**config.mk**
```make
export PLATFORM = sky130hd
export DESIGN_NAME = urx_core
export DESIGN_NICKNAME = d
export VERILOG_FILES = /design/src/hw/urx_pkg.sv /design/src/hw/urx_core.sv
export SDC_FILE = /design/constraint.sdc
export NUM_CORES = 1
export LEC_CHECK = 0
export BUFFER_PORTS_ARGS = -buffer_cell sky130_fd_sc_hd__clkbuf_2
export CORE_MARGIN = 3
export CORE_UTILIZATION = 54
export DETAILED_ROUTE_END_ITERATION = 8
export HOLD_SLACK_MARGIN = 0.15
export PLACE_DENSITY = 0.8
export SETUP_SLACK_MARGIN = 0.02
export SLEW_MARGIN = 0
export SYNTH_ARGS = -nofsm -noshare
export SYNTH_HDL_FRONTEND = slang
export SYNTH_SLANG_ARGS = --single-unit
```
**constraint.sdc**
```tcl
create_clock -name hclk -period 4.06 [get_ports hclk]
set_clock_uncertainty 0.05 [all_clocks]
set_input_delay 0.609 -clock hclk [delete_from_list [all_inputs] [get_ports hclk]]
set_output_delay 0.609 -clock hclk [all_outputs]
set_load 0.02 [all_outputs]
```
**src/hw/urx_pkg.sv**
```systemverilog
// Constants for the receive data and error status block.
// Assumes a 100 MHz system clock and a word-wide AHB-Lite register bus.
package urx_pkg;
    // ========================================================
    // Register offsets (byte addresses)
    localparam logic [11:0] OFS_DATA  = 12'h000;
    localparam logic [11:0] OFS_RSR   = 12'h004;
    localparam logic [11:0] OFS_LCTL  = 12'h02C;
    localparam logic [11:0] OFS_IMASK = 12'h038;
    localparam logic [11:0] OFS_ISTAT = 12'h03C;

    // ========================================================
    // Field positions
    localparam int FLAG_LSB = 8;   // Flags sit just above data byte
    localparam int LCTL_PEN = 1;
    localparam int LCTL_EPS = 2;
    localparam int LCTL_SPS = 7;
    localparam int INT_RX   = 0;
    localparam int INT_OE   = 1;
    localparam int INT_BRK  = 2;
    localparam int INT_ERR  = 3;

    // ========================================================
    // Reset values
    localparam logic [3:0] RSR_RST   = 4'h0;
    localparam logic [7:0] LCTL_RST  = 8'h00;
    localparam logic [3:0] IMASK_RST = 4'h0;
    localparam logic [3:0] ISTAT_RST = 4'h0;

    // ========================================================
    // Timing and sizes
    localparam int CLK_PERIOD_NS = 10;
    localparam int BIT_TIME_NS   = 8680;
    localparam int CLKS_PER_BIT  = BIT_TIME_NS / CLK_PERIOD_NS;
    localparam int FIFO_DEPTH    = 16;

    // ========================================================
    // State encodings
    typedef enum logic [6:0] {
        RX_IDLE   = 7'b0000001,
        RX_START  = 7'b0000010,
        RX_DATA   = 7'b0000100,
        RX_PAR    = 7'b0001000,
        RX_STOP   = 7'b0010000,
        RX_BRKCHK = 7'b0100000,
        RX_BRKW   = 7'b1000000
    } urx_rx_e;

    typedef enum logic [1:0] {
        BUS_IDLE = 2'b01,
        BUS_WAIT = 2'b10
    } urx_bus_e;
endpackage

```
**src/hw/urx_core.sv**
```systemverilog
// Receive path, error flags and data port of a serial port.
// Assumes rxd is already synchronous to hclk and an AHB-Lite master.
//
// Implementation choice: the AHB-Lite register port.
`timescale 1ns/1ns
// What this block does
// RULE_01: Data write sends low byte; read gives oldest byte with four flags.
// RULE_02: Stop bit sampled low sets framing flag, bit 8 of the word. Code: a break character gets the break flag, bit 10, instead.
// RULE_03: Break, parity and framing flags travel with their own character.
// RULE_04: A break pushes one zero character with break flag, no more.
// RULE_05: After break, wait for line high and a fresh start bit.
// RULE_06: Status register shows overrun, break, parity, framing in bits 3..0.
// RULE_07: Status break, parity, framing follow last character read from data.
// RULE_08: Status overrun sets at once when the overrun happens.
// RULE_09: Any write to the status address clears all four flags.
// RULE_10: Status register is zero after reset.
// RULE_11: Character completing while FIFO full sets overrun.
// RULE_12: Overrun leaves FIFO contents intact; only the shifter is lost.
// RULE_13: Line low beyond a full character time is a break.
// RULE_14: Parity flag when parity bit disagrees with line control choice.
// RULE_15: Flag bits of data register are read only; unused bits read 0.
// RULE_16: Data read of non-empty FIFO pops byte and flags together.
module urx_core #(
    parameter int DEPTH        = urx_pkg::FIFO_DEPTH,
    parameter int CLKS_PER_BIT = urx_pkg::CLKS_PER_BIT
) (
    // Clock and reset
    input  wire logic        hclk,
    input  wire logic        hresetn,
    // AHB-Lite slave
    input  wire logic        hsel,
    input  wire logic [31:0] haddr,
    input  wire logic [1:0]  htrans,
    input  wire logic        hwrite,
    input  wire logic [2:0]  hsize,
    input  wire logic        hready,
    input  wire logic [31:0] hwdata,
    output logic             hreadyout,
    output logic [31:0]      hrdata,
    output logic             hresp,
    // Serial receive line
    input  wire logic        rxd,
    // Transmit FIFO input
    output logic [7:0]       tx_data,
    output logic             tx_valid,
    input  wire logic        tx_ready,
    // Interrupt
    output logic             irq
);
    localparam int PW = $clog2(DEPTH);
    localparam logic [15:0] HALF = 16'(CLKS_PER_BIT / 2);
    localparam logic [15:0] LAST = 16'(CLKS_PER_BIT - 1);
    localparam logic [PW:0] FULL = (PW + 1)'(DEPTH);

    // Expected parity bit for a byte under the line settings
    function automatic logic exp_par(input logic [7:0] d,
                                     input logic [7:0] lc);
        if (lc[urx_pkg::LCTL_SPS])
            exp_par = !lc[urx_pkg::LCTL_EPS];
        else
            exp_par = lc[urx_pkg::LCTL_EPS] ? ^d : !(^d);
    endfunction

    // ========================================================
    // Receive shifter
    urx_pkg::urx_rx_e rx_reg, rx_next;
    logic [15:0]      tick_reg, tick_next;
    logic [2:0]       idx_reg, idx_next;
    logic [7:0]       sh_reg, sh_next;
    logic             par_reg, par_next;
    logic             low_reg, low_next;
    logic             push, brk_ev, err_ev;
    logic [11:0]      word;
    logic [7:0]       lctl_reg, lctl_next;
    logic             pend_oe_reg, pend_oe_next;

    // Bit timing samples at mid-bit; break check adds half a bit
    always_comb
    begin
        rx_next   = rx_reg;
        tick_next = tick_reg + 16'h0001;
        idx_next  = idx_reg;
        sh_next   = sh_reg;
        par_next  = par_reg;
        low_next  = low_reg;
        push      = 1'b0;
        brk_ev    = 1'b0;
        err_ev    = 1'b0;
        word      = 12'h000;
        case (rx_reg)
            urx_pkg::RX_IDLE:
            begin
                tick_next = 16'h0000;
                if (!rxd)
                    rx_next = urx_pkg::RX_START;
            end
            urx_pkg::RX_START:
                if (tick_reg == HALF)
                begin
                    tick_next = 16'h0000;
                    idx_next  = 3'h0;
                    low_next  = 1'b1;
                    rx_next   = rxd ? urx_pkg::RX_IDLE : urx_pkg::RX_DATA;
                end
            urx_pkg::RX_DATA:
                if (tick_reg == LAST)
                begin
                    tick_next = 16'h0000;
                    sh_next   = {rxd, sh_reg[7:1]};
                    low_next  = low_reg & !rxd;
                    idx_next  = idx_reg + 3'h1;
                    if (idx_reg == 3'h7)
                        rx_next = lctl_reg[urx_pkg::LCTL_PEN] ?
                                  urx_pkg::RX_PAR : urx_pkg::RX_STOP;
                end
            urx_pkg::RX_PAR:
                if (tick_reg == LAST)
                begin
                    tick_next = 16'h0000;
                    par_next  = rxd;
                    low_next  = low_reg & !rxd;
                    rx_next   = urx_pkg::RX_STOP;
                end
            urx_pkg::RX_STOP:
                if (tick_reg == LAST)
                begin
                    tick_next = 16'h0000;
                    if (rxd || !low_reg)
                    begin
                        // Flags bound to this character
                        push    = 1'b1; // RULE_03
                        word[9] = lctl_reg[urx_pkg::LCTL_PEN] &&
                                  (par_reg != exp_par(sh_reg, lctl_reg)); // RULE_14
                        word[8] = !rxd; // RULE_02
                        word[7:0] = sh_reg;
                        err_ev  = word[9] | word[8];
                        rx_next = urx_pkg::RX_IDLE;
                    end
                    else
                        rx_next = urx_pkg::RX_BRKCHK;
                end
            urx_pkg::RX_BRKCHK:
                if (rxd)
                begin
                    // Line rose before a full character time
                    push    = 1'b1;
                    word[8] = 1'b1; // RULE_02
                    err_ev  = 1'b1;
                    rx_next = urx_pkg::RX_IDLE;
                end
                else if (tick_reg == HALF)
                begin
                    push    = 1'b1; // RULE_13
                    word[10] = 1'b1; // RULE_04
                    brk_ev  = 1'b1;
                    rx_next = urx_pkg::RX_BRKW;
                end
            urx_pkg::RX_BRKW:
                if (rxd)
                    rx_next = urx_pkg::RX_IDLE; // RULE_05
            default:
                rx_next = urx_pkg::RX_IDLE;
        endcase
        word[11] = push & pend_oe_reg;
    end

    // Receive shifter registers
    always_ff @(posedge hclk or negedge hresetn)
    begin
        if (!hresetn)
        begin
            rx_reg   <= urx_pkg::RX_IDLE;
            tick_reg <= 16'h0000;
            idx_reg  <= 3'h0;
            sh_reg   <= 8'h00;
            par_reg  <= 1'b0;
            low_reg  <= 1'b0;
        end
        else
        begin
            rx_reg   <= rx_next;
            tick_reg <= tick_next;
            idx_reg  <= idx_next;
            sh_reg   <= sh_next;
            par_reg  <= par_next;
            low_reg  <= low_next;
        end
    end

    // ========================================================
    // Receive FIFO, 12 bits: overrun, break, parity, framing, data
    logic [11:0]   mem_reg [DEPTH];
    logic [11:0]   mem_next [DEPTH];
    logic [PW-1:0] wp_reg, wp_next, rp_reg, rp_next;
    logic [PW:0]   cnt_reg, cnt_next;
    logic          pop, full, ovr_ev, wr_en;

    // Full FIFO refuses the push so stored entries survive
    always_comb
    begin
        full     = (cnt_reg == FULL);
        wr_en    = push && !full;
        ovr_ev   = push && full; // RULE_11
        mem_next = mem_reg;
        if (wr_en)
            mem_next[wp_reg] = word; // RULE_12
        wp_next  = wr_en ? wp_reg + 1'b1 : wp_reg;
        rp_next  = pop ? rp_reg + 1'b1 : rp_reg;
        cnt_next = cnt_reg + (PW + 1)'(wr_en) - (PW + 1)'(pop);
        pend_oe_next = wr_en ? 1'b0 : (pend_oe_reg | ovr_ev);
    end

    // FIFO storage; DEPTH must be a power of two
    always_ff @(posedge hclk or negedge hresetn)
    begin
        if (!hresetn)
        begin
            for (int i = 0; i < DEPTH; i++)
                mem_reg[i] <= 12'h000;
            wp_reg      <= '0;
            rp_reg      <= '0;
            cnt_reg     <= '0;
            pend_oe_reg <= 1'b0;
        end
        else
        begin
            mem_reg     <= mem_next;
            wp_reg      <= wp_next;
            rp_reg      <= rp_next;
            cnt_reg     <= cnt_next;
            pend_oe_reg <= pend_oe_next;
        end
    end

    // ========================================================
    // Bus slave and registers
    urx_pkg::urx_bus_e bus_reg, bus_next;
    logic [11:0] adr_reg, adr_next;
    logic        wr_reg, wr_next;
    logic [31:0] hrd_next;
    logic        hrdy_next, txv_next, irq_next;
    logic [7:0]  txd_next;
    logic [3:0]  rsr_reg, rsr_next;
    logic [3:0]  imask_reg, imask_next, ist_reg, ist_next;
    logic [11:0] head;

    // Every transfer takes at least one wait state so read data leave a flop
    always_comb
    begin
        head       = mem_reg[rp_reg];
        bus_next   = bus_reg;
        adr_next   = adr_reg;
        wr_next    = wr_reg;
        hrd_next   = hrdata;
        hrdy_next  = hreadyout;
        txv_next   = tx_valid && !tx_ready;
        txd_next   = tx_data;
        rsr_next   = rsr_reg;
        lctl_next  = lctl_reg;
        imask_next = imask_reg;
        ist_next   = ist_reg;
        pop        = 1'b0;
        case (bus_reg)
            urx_pkg::BUS_IDLE:
                if (hsel && hready && htrans[1])
                begin
                    adr_next  = haddr[11:0];
                    wr_next   = hwrite;
                    bus_next  = urx_pkg::BUS_WAIT;
                    hrdy_next = 1'b0;
                end
            urx_pkg::BUS_WAIT:
                // Stall a data write while the last byte is unaccepted
                if (!(wr_reg && adr_reg == urx_pkg::OFS_DATA && txv_next))
                begin
                    bus_next  = urx_pkg::BUS_IDLE;
                    hrdy_next = 1'b1;
                    hrd_next  = 32'h0000_0000; // RULE_15
                    if (wr_reg)
                    begin
                        if (adr_reg == urx_pkg::OFS_DATA)
                        begin
                            txd_next = hwdata[7:0]; // RULE_01
                            txv_next = 1'b1;
                        end
                        else if (adr_reg == urx_pkg::OFS_RSR)
                            rsr_next = 4'h0; // RULE_09
                        else if (adr_reg == urx_pkg::OFS_LCTL)
                            lctl_next = hwdata[7:0];
                        else if (adr_reg == urx_pkg::OFS_IMASK)
                            imask_next = hwdata[3:0];
                        else if (adr_reg == urx_pkg::OFS_ISTAT)
                            ist_next = ist_reg & ~hwdata[3:0];
                    end
                    else if (adr_reg == urx_pkg::OFS_DATA)
                    begin
                        if (cnt_reg != '0)
                        begin
                            pop      = 1'b1; // RULE_16
                            hrd_next = {20'h00000, head}; // RULE_01
                            rsr_next[2:0] = head[10:8]; // RULE_07
                        end
                    end
                    else if (adr_reg == urx_pkg::OFS_RSR)
                        hrd_next = {28'h0000000, rsr_reg}; // RULE_06
                    else if (adr_reg == urx_pkg::OFS_LCTL)
                        hrd_next = {24'h000000, lctl_reg};
                    else if (adr_reg == urx_pkg::OFS_IMASK)
                        hrd_next = {28'h0000000, imask_reg};
                    else if (adr_reg == urx_pkg::OFS_ISTAT)
                        hrd_next = {28'h0000000, ist_reg};
                end
            default:
                bus_next = urx_pkg::BUS_IDLE;
        endcase
        // Hardware events win over a clear in the same cycle
        if (ovr_ev)
            rsr_next[3] = 1'b1; // RULE_08
        ist_next[urx_pkg::INT_RX]  = ist_next[urx_pkg::INT_RX] | wr_en;
        ist_next[urx_pkg::INT_OE]  = ist_next[urx_pkg::INT_OE] | ovr_ev;
        ist_next[urx_pkg::INT_BRK] = ist_next[urx_pkg::INT_BRK] | brk_ev;
        ist_next[urx_pkg::INT_ERR] = ist_next[urx_pkg::INT_ERR] | err_ev;
        irq_next = |(ist_next & imask_next);
    end

    // Bus and register flops
    always_ff @(posedge hclk or negedge hresetn)
    begin
        if (!hresetn)
        begin
            bus_reg   <= urx_pkg::BUS_IDLE;
            adr_reg   <= 12'h000;
            wr_reg    <= 1'b0;
            hrdata    <= 32'h0000_0000;
            hreadyout <= 1'b1;
            hresp     <= 1'b0;
            tx_valid  <= 1'b0;
            tx_data   <= 8'h00;
            rsr_reg   <= urx_pkg::RSR_RST; // RULE_10
            lctl_reg  <= urx_pkg::LCTL_RST;
            imask_reg <= urx_pkg::IMASK_RST;
            ist_reg   <= urx_pkg::ISTAT_RST;
            irq       <= 1'b0;
        end
        else
        begin
            bus_reg   <= bus_next;
            adr_reg   <= adr_next;
            wr_reg    <= wr_next;
            hrdata    <= hrd_next;
            hreadyout <= hrdy_next;
            hresp     <= 1'b0; // Always OKAY
            tx_valid  <= txv_next;
            tx_data   <= txd_next;
            rsr_reg   <= rsr_next;
            lctl_reg  <= lctl_next;
            imask_reg <= imask_next;
            ist_reg   <= ist_next;
            irq       <= irq_next;
        end
    end

    // ========================================================
    // Checks
    chk_rsr_reset: assert property (@(posedge hclk) // RULE_10
        $rose(hresetn) |-> rsr_reg == 4'h0)
        else $error("status not zero after reset");
    chk_ovr_immediate: assert property (@(posedge hclk) // RULE_08
        disable iff (!hresetn) push && full |=> rsr_reg[3])
        else $error("overrun flag late");
    chk_fifo_keep: assert property (@(posedge hclk) // RULE_12
        disable iff (!hresetn) push && full && !pop
        |=> cnt_reg == FULL && $stable(wp_reg))
        else $error("fifo changed on overrun");
    chk_ecr_clear: assert property (@(posedge hclk) // RULE_09
        disable iff (!hresetn) bus_reg == urx_pkg::BUS_WAIT && wr_reg
        && adr_reg == urx_pkg::OFS_RSR && !ovr_ev
        |=> rsr_reg == 4'h0)
        else $error("error clear failed");
    chk_break_char: assert property (@(posedge hclk) // RULE_04
        disable iff (!hresetn) brk_ev |-> word[10:0] == 11'h400
        ##1 (!push && rx_reg == urx_pkg::RX_BRKW) ##1 !push)
        else $error("break character wrong");
    chk_frame_flag: assert property (@(posedge hclk) // RULE_02
        disable iff (!hresetn) rx_reg == urx_pkg::RX_STOP
        && tick_reg == LAST && !rxd && !low_reg |-> push && word[8])
        else $error("framing flag missing");
    chk_dr_pop: assert property (@(posedge hclk) // RULE_16
        disable iff (!hresetn) pop && !wr_en
        |=> cnt_reg == $past(cnt_reg) - 1'b1
        && hrdata[11:0] == $past(head))
        else $error("data read did not pop head");
    chk_rsr_follows: assert property (@(posedge hclk) // RULE_07
        disable iff (!hresetn) pop
        |=> rsr_reg[2:0] == $past(head[10:8]))
        else $error("status flags not from last read");
    chk_tx_write: assert property (@(posedge hclk) // RULE_01
        disable iff (!hresetn) bus_reg == urx_pkg::BUS_WAIT
        && bus_next == urx_pkg::BUS_IDLE && wr_reg
        && adr_reg == urx_pkg::OFS_DATA
        |=> tx_valid && tx_data == $past(hwdata[7:0]))
        else $error("transmit byte not queued");
    chk_brk_hold: assert property (@(posedge hclk) // RULE_05
        disable iff (!hresetn) rx_reg == urx_pkg::RX_BRKW && !rxd
        |=> rx_reg == urx_pkg::RX_BRKW)
        else $error("left break wait while low");
endmodule

```
==> flow_metrics.py, run 1 <==
metrics = {
    "placed_design": {
        "dpl.hpwl_mm": 21.2,
        "pre_cts_ws_ns": 0.336,
        "dp_cells": 1606,
        "routabilityCongestion": 0.863,
        "io_buffers": 50,
    },
    "timing": {
        "fmax_mhz": 270,
        "maxSlewViolCount": 0,
        "period_share_pct": 91.3,
        "final.setup.worst_slack_ns": 0.352,
        "hold_viol_final": 0,
        "tightestPinTransition_ns": 1.17,
        "whs_ns": 0.0870,
        "slew_headroom_pct": 21.6,
        "rsz0062_at_grt": "no",
        "setup_viol": 0,
        "finalSetupTns_ns": 0,
        "fin_crit_ns": 3.71,
    },
    "worst_setup_path": {
        "end_kind": "flip-flop",
        "startpoint_type": "flip-flop",
        "cp.required_ns": 4.46,
        "crit_chain": "or4_1, or4_1, a211oi_4, o21ai_1, ha_1, inv_1, ha_1, inv_1, fa_1, inv_1, a21oi_1, nor2_1, nor2_1, xnor2_1",
        "critPathKind": "reg -> reg",
        "crit_family": "simple AND/OR/NAND/NOR gates",
        "cpPeakStageDelay_ns": 0.69,
        "cp.arrival_ns": 4.10,
        "critPathBufInv": 3,
        "slowest_stage": "or4_1",
        "crit_top_cell": "inv_1",
        "crit_fanout": 6,
    },
    "grt": {
        "antenna_found_initial": 1,
        "grt_usage_pct": 24.3,
        "grt_pass1_vias": 10438,
        "grt_max_degree": 133,
        "grt_overflow": 0,
        "grt_pass1_wl_mm": 54.4,
    },
    "final_layout": {
        "final_common_cell": "dfrtp_1",
        "area_growth_pct": 12.6,
        "layout-drive-gt1-share_pct": 19.3,
        "largest_register_ffs": 192,
        "instances_no_fill": 1663,
        "regArea_mm2": 0.00752,
        "multi_input_comb_area_mm2": 0.00581,
        "mostFrequentLayoutCells": "295 x dfrtp_1, 259 x nand2_1, 173 x o21ai_1",
        "utilization_pct": 63.0,
        "final_nets": 1407,
        "fillers": 1830,
        "antennaDiodeCount": 0,
    },
    "synth": {
        "synth_seq_area_share_pct": 54.4,
        "yosysWarnings": 0,
        "synth.avg_cell_area_um2": 10.8,
        "synth-edff-count": 0,
        "synth_cells": 1272,
        "synth_ff_type": "dfrtp_1",
        "ys_types": 61,
        "netlist_area_mm2": 0.0138,
        "postSynth.asyncResetShare_pct": 100,
        "synth.ff_latch_count": 300,
    },
    "floorplan": {
        "start_util_pct": 55.9,
        "fp.coreArea_mm2": 0.0247,
        "die_w_um": 166,
        "die-area_mm2": 0.0275,
        "io_pins": 120,
        "row_count": 57,
        "fp.dieH_um": 166,
    },
    "cts": {
        "postCtsSetupRepairBufs": 0,
        "cts_buffer_depth": 3,
        "cts_tree": "done",
        "insertion_delay_ns": 0.56,
        "cts-root-buf": "clkbuf_16",
        "htree_levels": 1,
        "numCtsBuffers": 31,
        "ctsResizeCount": 0,
        "hold_buffers": 0,
        "cts.sinks": 300,
        "cts.clk_slew.worst_paths_ns": 0.06,
    },
    "route": {
        "vias": 10135,
        "ant_nets": 0,
        "wl_per_cell_um": 20.2,
        "vias_per_cell": 6.09,
        "drc": 0,
        "wl_mm": 33.6,
        "first_iter_violations": 932,
        "drt_pre_antenna_iters": 5,
    },
    "hold_path": {
        "hold_path.class": "in -> async",
    },
    "outcome": {
        "status": "finished, final reports clean",
    },
    "flow_run": {
        "drv_cap": 0,
    },
    "power": {
        "power_density_mw_per_mm2": 444,
        "p_leak_uw": 0.00684,
        "vdd_drop_max_mv": 0.412,
    },
}
synthesized netlist by cell type (all sizes together) (3+ instances only):
| cell type | n | area, µm² |
|---|---|---|
| ha | 15 | 188 |
| nand4b | 3 | 26.3 |
| o2111ai | 14 | 129 |
| mux4 | 60 | 1350 |
| xnor2 | 18 | 158 |
| or4 | 9 | 67.6 |
| and3 | 8 | 50.1 |
| o22ai | 8 | 50.1 |
| a22o | 7 | 61.3 |
| nand4 | 9 | 56.3 |
| a21oi | 16 | 80.1 |
| nand3 | 18 | 90.1 |
| buf | 44 | 262 |
| mux2i | 9 | 90.1 |
| nor4 | 9 | 56.3 |
| and2 | 5 | 31.3 |
| a22oi | 4 | 30.0 |
| nand2 | 259 | 972 |
| dfstp | 3 | 78.8 |
| o21ai | 219 | 1100 |
| inv | 40 | 150 |
| clkbuf | 56 | 210 |
| a21o | 6 | 45.0 |
| or3 | 7 | 43.8 |
| nor2b | 6 | 37.5 |
| xor2 | 11 | 96.3 |
| dfrtp | 297 | 7430 |
| o211ai | 3 | 22.5 |
| nor3 | 13 | 70.1 |
| nor2 | 32 | 120 |
| nand2b | 7 | 43.8 |
| mux2 | 30 | 338 |
power by group:
part	internal, µW	switching (µW)	leakage (µW)
clock	1750	1170	0.000523
sequential	3110	121	0.00399
combinational	281	457	0.00234
total	5140	1750	0.00684
logic make-up (layout without fill, tap and decap cells):
family                     after synthesis  after routing  synth area share, %
AOI/OAI and AO/OA                      294            294                 12.3
xor gates and xnor gates                29             29                 1.84
adders and majority gates               16             16                 1.51
buffers and inverters                  140            187                 4.51
DFF                                    300            300                 54.4
muxes                                   99             99                 12.9
other                                    1             21               0.0272
and+or+nand+nor                        393            393                 12.5
cell type report:
type | instances | share of cell area [%]
Clock inverter | 12 | 1.02
Timing Repair Buffer | 90 | 3.77
Inverter | 40 | 0.966
Multi-Input combinational cell | 852 | 37.4
Clock buffer | 45 | 5.85
Sequential cell | 300 | 48.4
Tap cell | 324 | 2.61
path summary, 6_finish.rpt:
| path | slack [ns] | start | cells after the start | end |
|---|---|---|---|---|
| worst max-delay path | 0.35 | tick_reg[12]$_DFF_PN0_ | 14 | cnt_reg[4]$_DFF_PN0_ |
| max in group asynchronous | 2.89 | hresetn | 2 | mem_reg[125]$_DFFE_PN0P_ |
| worst max register to register | 0.35 | tick_reg[12]$_DFF_PN0_ | 14 | cnt_reg[4]$_DFF_PN0_ |
| worst min-delay path | 0.09 | hresetn | 1 | cnt_reg[3]$_DFF_PN0_ |
| min in group hclk | 0.20 | hwrite | 3 | wr_reg$_DFFE_PN0P_ |
| worst min register to register | 0.43 | mem_reg[23]$_DFFE_PN0P_ | 2 | mem_reg[23]$_DFFE_PN0P_ |
worst register-to-register path, stage by stage (launching register included):
cell	delay, ns
dfrtp_1	0.41
or4_1	0.59
or4_1	0.69
a211oi_4	0.27
o21ai_1	0.21
ha_1	0.33
inv_1	0.06
ha_1	0.16
inv_1	0.05
fa_1	0.39
inv_1	0.07
a21oi_1	0.05
nor2_1	0.08
nor2_1	0.06
xnor2_1	0.12
layer usage:
layer | vias to the layer above | GRT usage [%] | routed length (µm)
met5 | - | 0 | 0
met4 | 0 | 11.1 | 1540
met3 | 104 | 3.45 | 2090
met2 | 389 | 40.8 | 16700
met1 | 5087 | 31.5 | 13300
li1 | 4555 | - | -
metrics by stage:
step | area (µm²) | total power [µW]
final | 15500 | 6890
after global routing | 15500 | 7150
after CTS | 15500 | 6920
after detailed placement | 14500 | 4020
after global placement | 14500 | 3990
after floorplan | 13900 | 3770
Note: power is estimated with default switching activity, not from simulation.
==> run 2, diff against run 1 <==
--- a/config.mk
+++ b/config.mk
@@ -7,12 +7,13 @@
 export LEC_CHECK = 0
 export BUFFER_PORTS_ARGS = -buffer_cell sky130_fd_sc_hd__clkbuf_2
 export CORE_MARGIN = 3
-export CORE_UTILIZATION = 54
+export CORE_UTILIZATION = 56
+export CTS_BUF_LIST = sky130_fd_sc_hd__clkbuf_2
 export DETAILED_ROUTE_END_ITERATION = 8
 export HOLD_SLACK_MARGIN = 0.15
-export PLACE_DENSITY = 0.8
+export PLACE_DENSITY = 0.83
 export SETUP_SLACK_MARGIN = 0.02
-export SLEW_MARGIN = 0
+export SLEW_MARGIN = 40
 export SYNTH_ARGS = -nofsm -noshare
 export SYNTH_HDL_FRONTEND = slang
 export SYNTH_SLANG_ARGS = --single-unit
==> run 2 against run 1 <==
Against the previous run:
- non-clock buffer count rose by 22
- register-to-register slack worse by 0.07 ns
- final area decreased by 0.79%
- first-iteration DRC count rose by 8.7%
- count of clock-buffer cells in the layout up 64
- global-route usage increased by 2.3 points
- die area shrank 3.4%
- critical path type unchanged
- largest power group unchanged
==> flow_metrics.py, run 2 (same netlist as run 1, synthesis figures left out) <==
metrics = {
    "outcome": {
        "status": "finished, final reports clean",
    },
    "worst_setup_path": {
        "cp.arrival_ns": 4.46,
        "end_kind": "flip-flop",
        "crit_family": "simple AND/OR/NAND/NOR gates",
        "crit_fanout": 6,
        "slowest_stage": "or4_1",
        "critPathKind": "reg -> reg",
        "crit_chain": "or4_1, or4_1, a211oi_4, o21ai_1, ha_1, inv_1, ha_1, inv_1, fa_1, inv_1, a21oi_1, nor2_1, nor2_1, xnor2_1",
        "startpoint_type": "flip-flop",
        "crit_top_cell": "inv_1",
        "cp.required_ns": 4.73,
        "cpPeakStageDelay_ns": 0.72,
        "critPathBufInv": 3,
    },
    "final_layout": {
        "final_nets": 1475,
        "layout-drive-gt1-share_pct": 22.4,
        "area_growth_pct": 11.7,
        "mostFrequentLayoutCells": "295 x dfrtp_1, 259 x nand2_1, 173 x o21ai_1",
        "largest_register_ffs": 192,
        "final_common_cell": "dfrtp_1",
        "utilization_pct": 64.7,
        "instances_no_fill": 1763,
    },
    "timing": {
        "fin_crit_ns": 3.78,
        "rsz0062_at_grt": "no",
        "whs_ns": 0.240,
        "hold_viol_final": 0,
        "slew_headroom_pct": 45.9,
        "tightestPinTransition_ns": 0.812,
        "fmax_mhz": 264,
        "period_share_pct": 93.1,
        "finalSetupTns_ns": 0,
        "maxSlewViolCount": 0,
        "setup_viol": 0,
    },
    "placed_design": {
        "io_buffers": 50,
        "dp_cells": 1597,
        "routabilityCongestion": 0.889,
        "dpl.hpwl_mm": 21.0,
    },
    "power": {
        "p_comb_share_pct": 12.7,
        "vdd_drop_max_mv": 0.310,
        "p_sw_share_pct": 30.4,
        "p_leak_uw": 0.00693,
        "power_density_mw_per_mm2": 391,
        "p_int_uw": 4200,
        "sequentialPowerShare_pct": 53.6,
        "clkPwrFrac_pct": 33.7,
        "p_switching_uw": 1830,
    },
    "grt": {
        "antenna_found_initial": 2,
        "grt_max_degree": 103,
        "grt_pass1_vias": 10887,
        "grt_usage_pct": 26.6,
        "grt_overflow": 0,
        "grt_pass1_wl_mm": 55.6,
    },
    "cts": {
        "ctsResizeCount": 0,
        "cts_buffer_depth": 3,
        "insertion_delay_ns": 0.85,
        "cts_tree": "done",
        "cts-root-buf": "clkbuf_2",
        "cts.sinks": 300,
        "numCtsBuffers": 77,
        "cts.clk_slew.worst_paths_ns": 0.10,
        "htree_levels": 3,
    },
    "route": {
        "drc": 0,
        "met2_length_mm": 17.1,
        "wl_per_cell_um": 19.5,
        "wl_met1_mm": 13.2,
        "top_layer": "met5",
        "wl_mm": 34.4,
        "met3_length_mm": 2.60,
        "drt_pre_antenna_iters": 5,
        "vias_per_cell": 5.98,
        "vias": 10551,
        "first_iter_violations": 1013,
        "ant_nets": 0,
    },
    "floorplan": {
        "fp.coreArea_mm2": 0.0238,
        "die_w_um": 163,
        "start_util_pct": 57.9,
        "row_count": 56,
        "io_pins": 120,
        "fp.dieH_um": 163,
        "die-area_mm2": 0.0266,
    },
    "hold_path": {
        "hold_path.class": "in -> async",
    },
    "flow_run": {
        "drv_cap": 0,
    },
}
==> run 2: cell types whose count changed in the layout (fill, tap and decap cells not counted), sizes merged <==
cell / change
diode: +1
inv: +1
clkbuf: +64
bufinv: -2
buf: -4
dlygate4sd3: +26
clkinv: +19
==> run 2: worst paths after layout <==
kind	depth (start not counted)	start	to	slack [ns]
worst max-delay path	14	tick_reg[12]$_DFF_PN0_	cnt_reg[4]$_DFF_PN0_	0.28
worst min-delay path	2	hresetn	tick_reg[2]$_DFF_PN0_	0.24
worst max register to register	14	tick_reg[12]$_DFF_PN0_	cnt_reg[4]$_DFF_PN0_	0.28
worst min register to register	2	mem_reg[44]$_DFFE_PN0P_	mem_reg[44]$_DFFE_PN0P_	0.43
max in group asynchronous	3	hresetn	rp_reg[0]$_DFFE_PN0P_	2.64
min in group hclk	5	hready	wr_reg$_DFFE_PN0P_	0.30
==> run 2: repair_timing <==
item,4_1_cts,5_1_grt
endpoints found under the hold margin,112,0
hold buffers,26,0
buffers inserted,0,0
==> run 2: layout make-up <==
| type | count | area [µm²] |
|---|---|---|
| fill | 1724 | 8410 |
| sequential | 300 | 7520 |
| multi-input combinational | 852 | 5820 |
| timing repair buffer | 112 | 828 |
| clock buffer | 109 | 546 |
| tap | 319 | 399 |
| clock inverter | 30 | 155 |
| inverter | 40 | 150 |
| antenna | 1 | 2.50 |
==> run 2: metrics by stage <==
stage	cell area, µm²	power (µW)	setup WS (ns)
2_1_floorplan	13900	3770	0.194
3_3_place_gp	14400	3980	0.358
3_5_place_dp	14400	4010	0.309
4_1_cts	15400	6040	0.271
5_1_grt	15400	6340	0.101
6_report	15400	6030	0.279
==> run 2: power groups by stage <==
stage	combinational, µW	clock (µW)	sequential, µW
final	764	2030	3230
after CTS	757	2060	3220
after floorplan	496	0	3270
after global placement	712	0	3270
after global routing	855	2230	3250
after detailed placement	733	0	3280
==> run 2: metal layers <==
layer | up-vias | global-route usage, %
li1 | 4738 | -
met1 | 5223 | 33.0
met2 | 464 | 43.4
met3 | 124 | 6.18
met4 | 2 | 14.5
met5 | - | 0
==> run 3, diff against run 2 <==
--- a/config.mk
+++ b/config.mk
@@ -7,11 +7,11 @@
 export LEC_CHECK = 0
 export BUFFER_PORTS_ARGS = -buffer_cell sky130_fd_sc_hd__clkbuf_2
 export CORE_MARGIN = 3
-export CORE_UTILIZATION = 56
+export CORE_UTILIZATION = 65
 export CTS_BUF_LIST = sky130_fd_sc_hd__clkbuf_2
 export DETAILED_ROUTE_END_ITERATION = 8
 export HOLD_SLACK_MARGIN = 0.15
-export PLACE_DENSITY = 0.83
+export PLACE_DENSITY = 0.9
 export SETUP_SLACK_MARGIN = 0.02
 export SLEW_MARGIN = 40
 export SYNTH_ARGS = -nofsm -noshare
==> constraint.sdc (replaced) <==
create_clock -name hclk -period 4.61 [get_ports hclk]
set_clock_uncertainty 0.05 [all_clocks]
set_input_delay 0.6915 -clock hclk [delete_from_list [all_inputs] [get_ports hclk]]
set_output_delay 0.6915 -clock hclk [all_outputs]
set_load 0.02 [all_outputs]
==> run 3 against run 2 <==
Against the previous run:
- power is 9.8% lower
- sequential power is 12% lower
- die area is 13% lower
- setup slack better by 0.32 ns
- first-iteration DRC count is 30% higher
- global-route usage is 8.4 points higher
==> flow_metrics.py, run 3 (same netlist as run 1, synthesis figures left out) <==
metrics = {
    "timing": {
        "slew_headroom_pct": 36.1,
        "tightestPinTransition_ns": 0.958,
        "rsz0062_at_grt": "no",
        "final.setup.worst_slack_ns": 0.603,
        "fmax_mhz": 250,
        "maxSlewViolCount": 0,
        "fin_crit_ns": 4.01,
        "hold_viol_final": 0,
        "whs_ns": 0.308,
        "setup_viol": 0,
        "period_share_pct": 86.9,
        "finalSetupTns_ns": 0,
    },
    "hold_path": {
        "hold_path.class": "in -> async",
    },
    "worst_setup_path": {
        "rr_endpoint": "cnt_reg[4]$_DFF_PN0_",
        "r2r_start": "adr_reg[7]$_DFFE_PN0P_",
        "crit_family": "simple AND/OR/NAND/NOR gates",
        "critPathBufInv": 4,
        "cp.required_ns": 5.32,
        "r2r_cells": 15,
        "end_kind": "flip-flop",
        "cp.arrival_ns": 4.71,
        "critPathKind": "reg -> reg",
        "cpPeakStageDelay_ns": 0.65,
        "crit_chain": "nor4_1, nand4b_1, nor2_1, and3_1, buf_4, ha_1, inv_1, ha_1, inv_1, fa_1, inv_1, a21oi_1, nor2_1, nor2_1, xnor2_1",
        "crit_fanout": 17,
        "slowest_stage": "nor4_1",
        "reg2reg_slack_ns": 0.60,
        "startpoint_type": "flip-flop",
    },
    "power": {
        "p_switching_uw": 1700,
        "power_density_mw_per_mm2": 355,
        "vdd_drop_max_mv": 0.224,
        "clkPwrFrac_pct": 34.8,
        "p_comb_share_pct": 12.7,
        "sequentialPowerShare_pct": 52.5,
        "p_sw_share_pct": 31.2,
        "p_leak_uw": 0.00688,
        "p_int_uw": 3740,
    },
    "grt": {
        "grt_overflow": 0,
        "antenna_found_initial": 1,
        "grt_pass1_vias": 11594,
        "grt_pass1_wl_mm": 60.9,
        "grt_max_degree": 105,
        "grt_usage_pct": 35.0,
    },
    "final_layout": {
        "fillers": 1215,
        "instances_no_fill": 1695,
        "largest_register_ffs": 192,
        "final_nets": 1463,
        "mostFrequentLayoutCells": "295 x dfrtp_1, 259 x nand2_1, 173 x o21ai_1",
        "area_growth_pct": 11.0,
        "layout-drive-gt1-share_pct": 22.0,
        "final_common_cell": "dfrtp_1",
    },
    "placed_design": {
        "routabilityCongestion": 0.878,
        "io_buffers": 50,
        "dpl.hpwl_mm": 21.6,
        "dp_cells": 1540,
        "pre_cts_ws_ns": 0.826,
    },
    "route": {
        "vias": 11195,
        "vias_per_cell": 6.60,
        "drc": 0,
        "drt_pre_antenna_iters": 6,
        "wl_mm": 39.6,
        "wl_per_cell_um": 23.4,
        "first_iter_violations": 1320,
        "ant_nets": 0,
    },
    "floorplan": {
        "die_w_um": 152,
        "fp.coreArea_mm2": 0.0206,
        "start_util_pct": 67.1,
        "row_count": 52,
        "fp.dieH_um": 152,
        "die-area_mm2": 0.0230,
        "io_pins": 120,
    },
    "cts": {
        "cts.sinks": 300,
        "cts-root-buf": "clkbuf_2",
        "ctsResizeCount": 0,
        "hold_buffers": 26,
        "cts_tree": "done",
        "htree_levels": 3,
        "insertion_delay_ns": 0.96,
        "numCtsBuffers": 73,
        "postCtsSetupRepairBufs": 0,
        "cts_buffer_depth": 3,
        "cts.clk_slew.worst_paths_ns": 0.17,
    },
    "outcome": {
        "status": "finished, final reports clean",
    },
    "flow_run": {
        "drv_cap": 0,
    },
}
run 3: cell count changes in the layout (fill, tap and decap cells not counted), sizes merged:
cell | previous run | this run
bufinv | 1 | 2
buf | 37 | 29
clkinv | 25 | 14
clkbuf | 158 | 159
inv | 42 | 40
run 3: worst max path at each step:
stage                                 startpoint                     end  cells past startpoint
final                     adr_reg[7]$_DFFE_PN0P_    cnt_reg[4]$_DFF_PN0_                     15
after global routing      adr_reg[9]$_DFFE_PN0P_    cnt_reg[4]$_DFF_PN0_                     15
after CTS                 tick_reg[12]$_DFF_PN0_  mem_reg[1]$_DFFE_PN0P_                      7
after detailed placement  tick_reg[12]$_DFF_PN0_  mem_reg[1]$_DFFE_PN0P_                      7
after global placement    tick_reg[12]$_DFF_PN0_    cnt_reg[4]$_DFF_PN0_                     14
after floorplan           tick_reg[12]$_DFF_PN0_    cnt_reg[4]$_DFF_PN0_                     15
run 3: per-layer routing:
layer / vias to the layer above / share of wire, % / track usage [%]
met3: 291 / 11 / 10.7
met1: 5346 / 33 / 40.5
met4: 0 / 8.2 / 26.8
met5: - / 0 / 0
li1: 4697 / - / -
met2: 861 / 48 / 54.7
run 3: stage by stage:
step           power [µW]  area [µm²]  utilization, %
3_5_place_dp         3540       14400            69.9
3_3_place_gp         3500       14300            69.4
4_1_cts              5360       15300            74.4
6_report             5440       15300            74.5
2_1_floorplan        3320       13900               -
5_1_grt              5650       15300            74.5
run 3: area by class of cell:
class,instances,area [µm²],area share [%]
antenna,1,2.50,0.0163
timing repair buffer,104,751,4.90
multi-input combinational,852,5870,38.4
sequential,300,7520,49.1
tap,270,338,2.21
clock inverter,18,129,0.842
clock buffer,110,551,3.60
inverter,40,150,0.981
run 3: power groups by stage:
stage | combinational (µW) | sequential, µW | clock (µW)
finish | 693 | 2850 | 1890
global route | 767 | 2870 | 2020
CTS | 671 | 2840 | 1850
detailed placement | 651 | 2890 | 0
global placement | 619 | 2880 | 0
floorplan | 437 | 2880 | 0
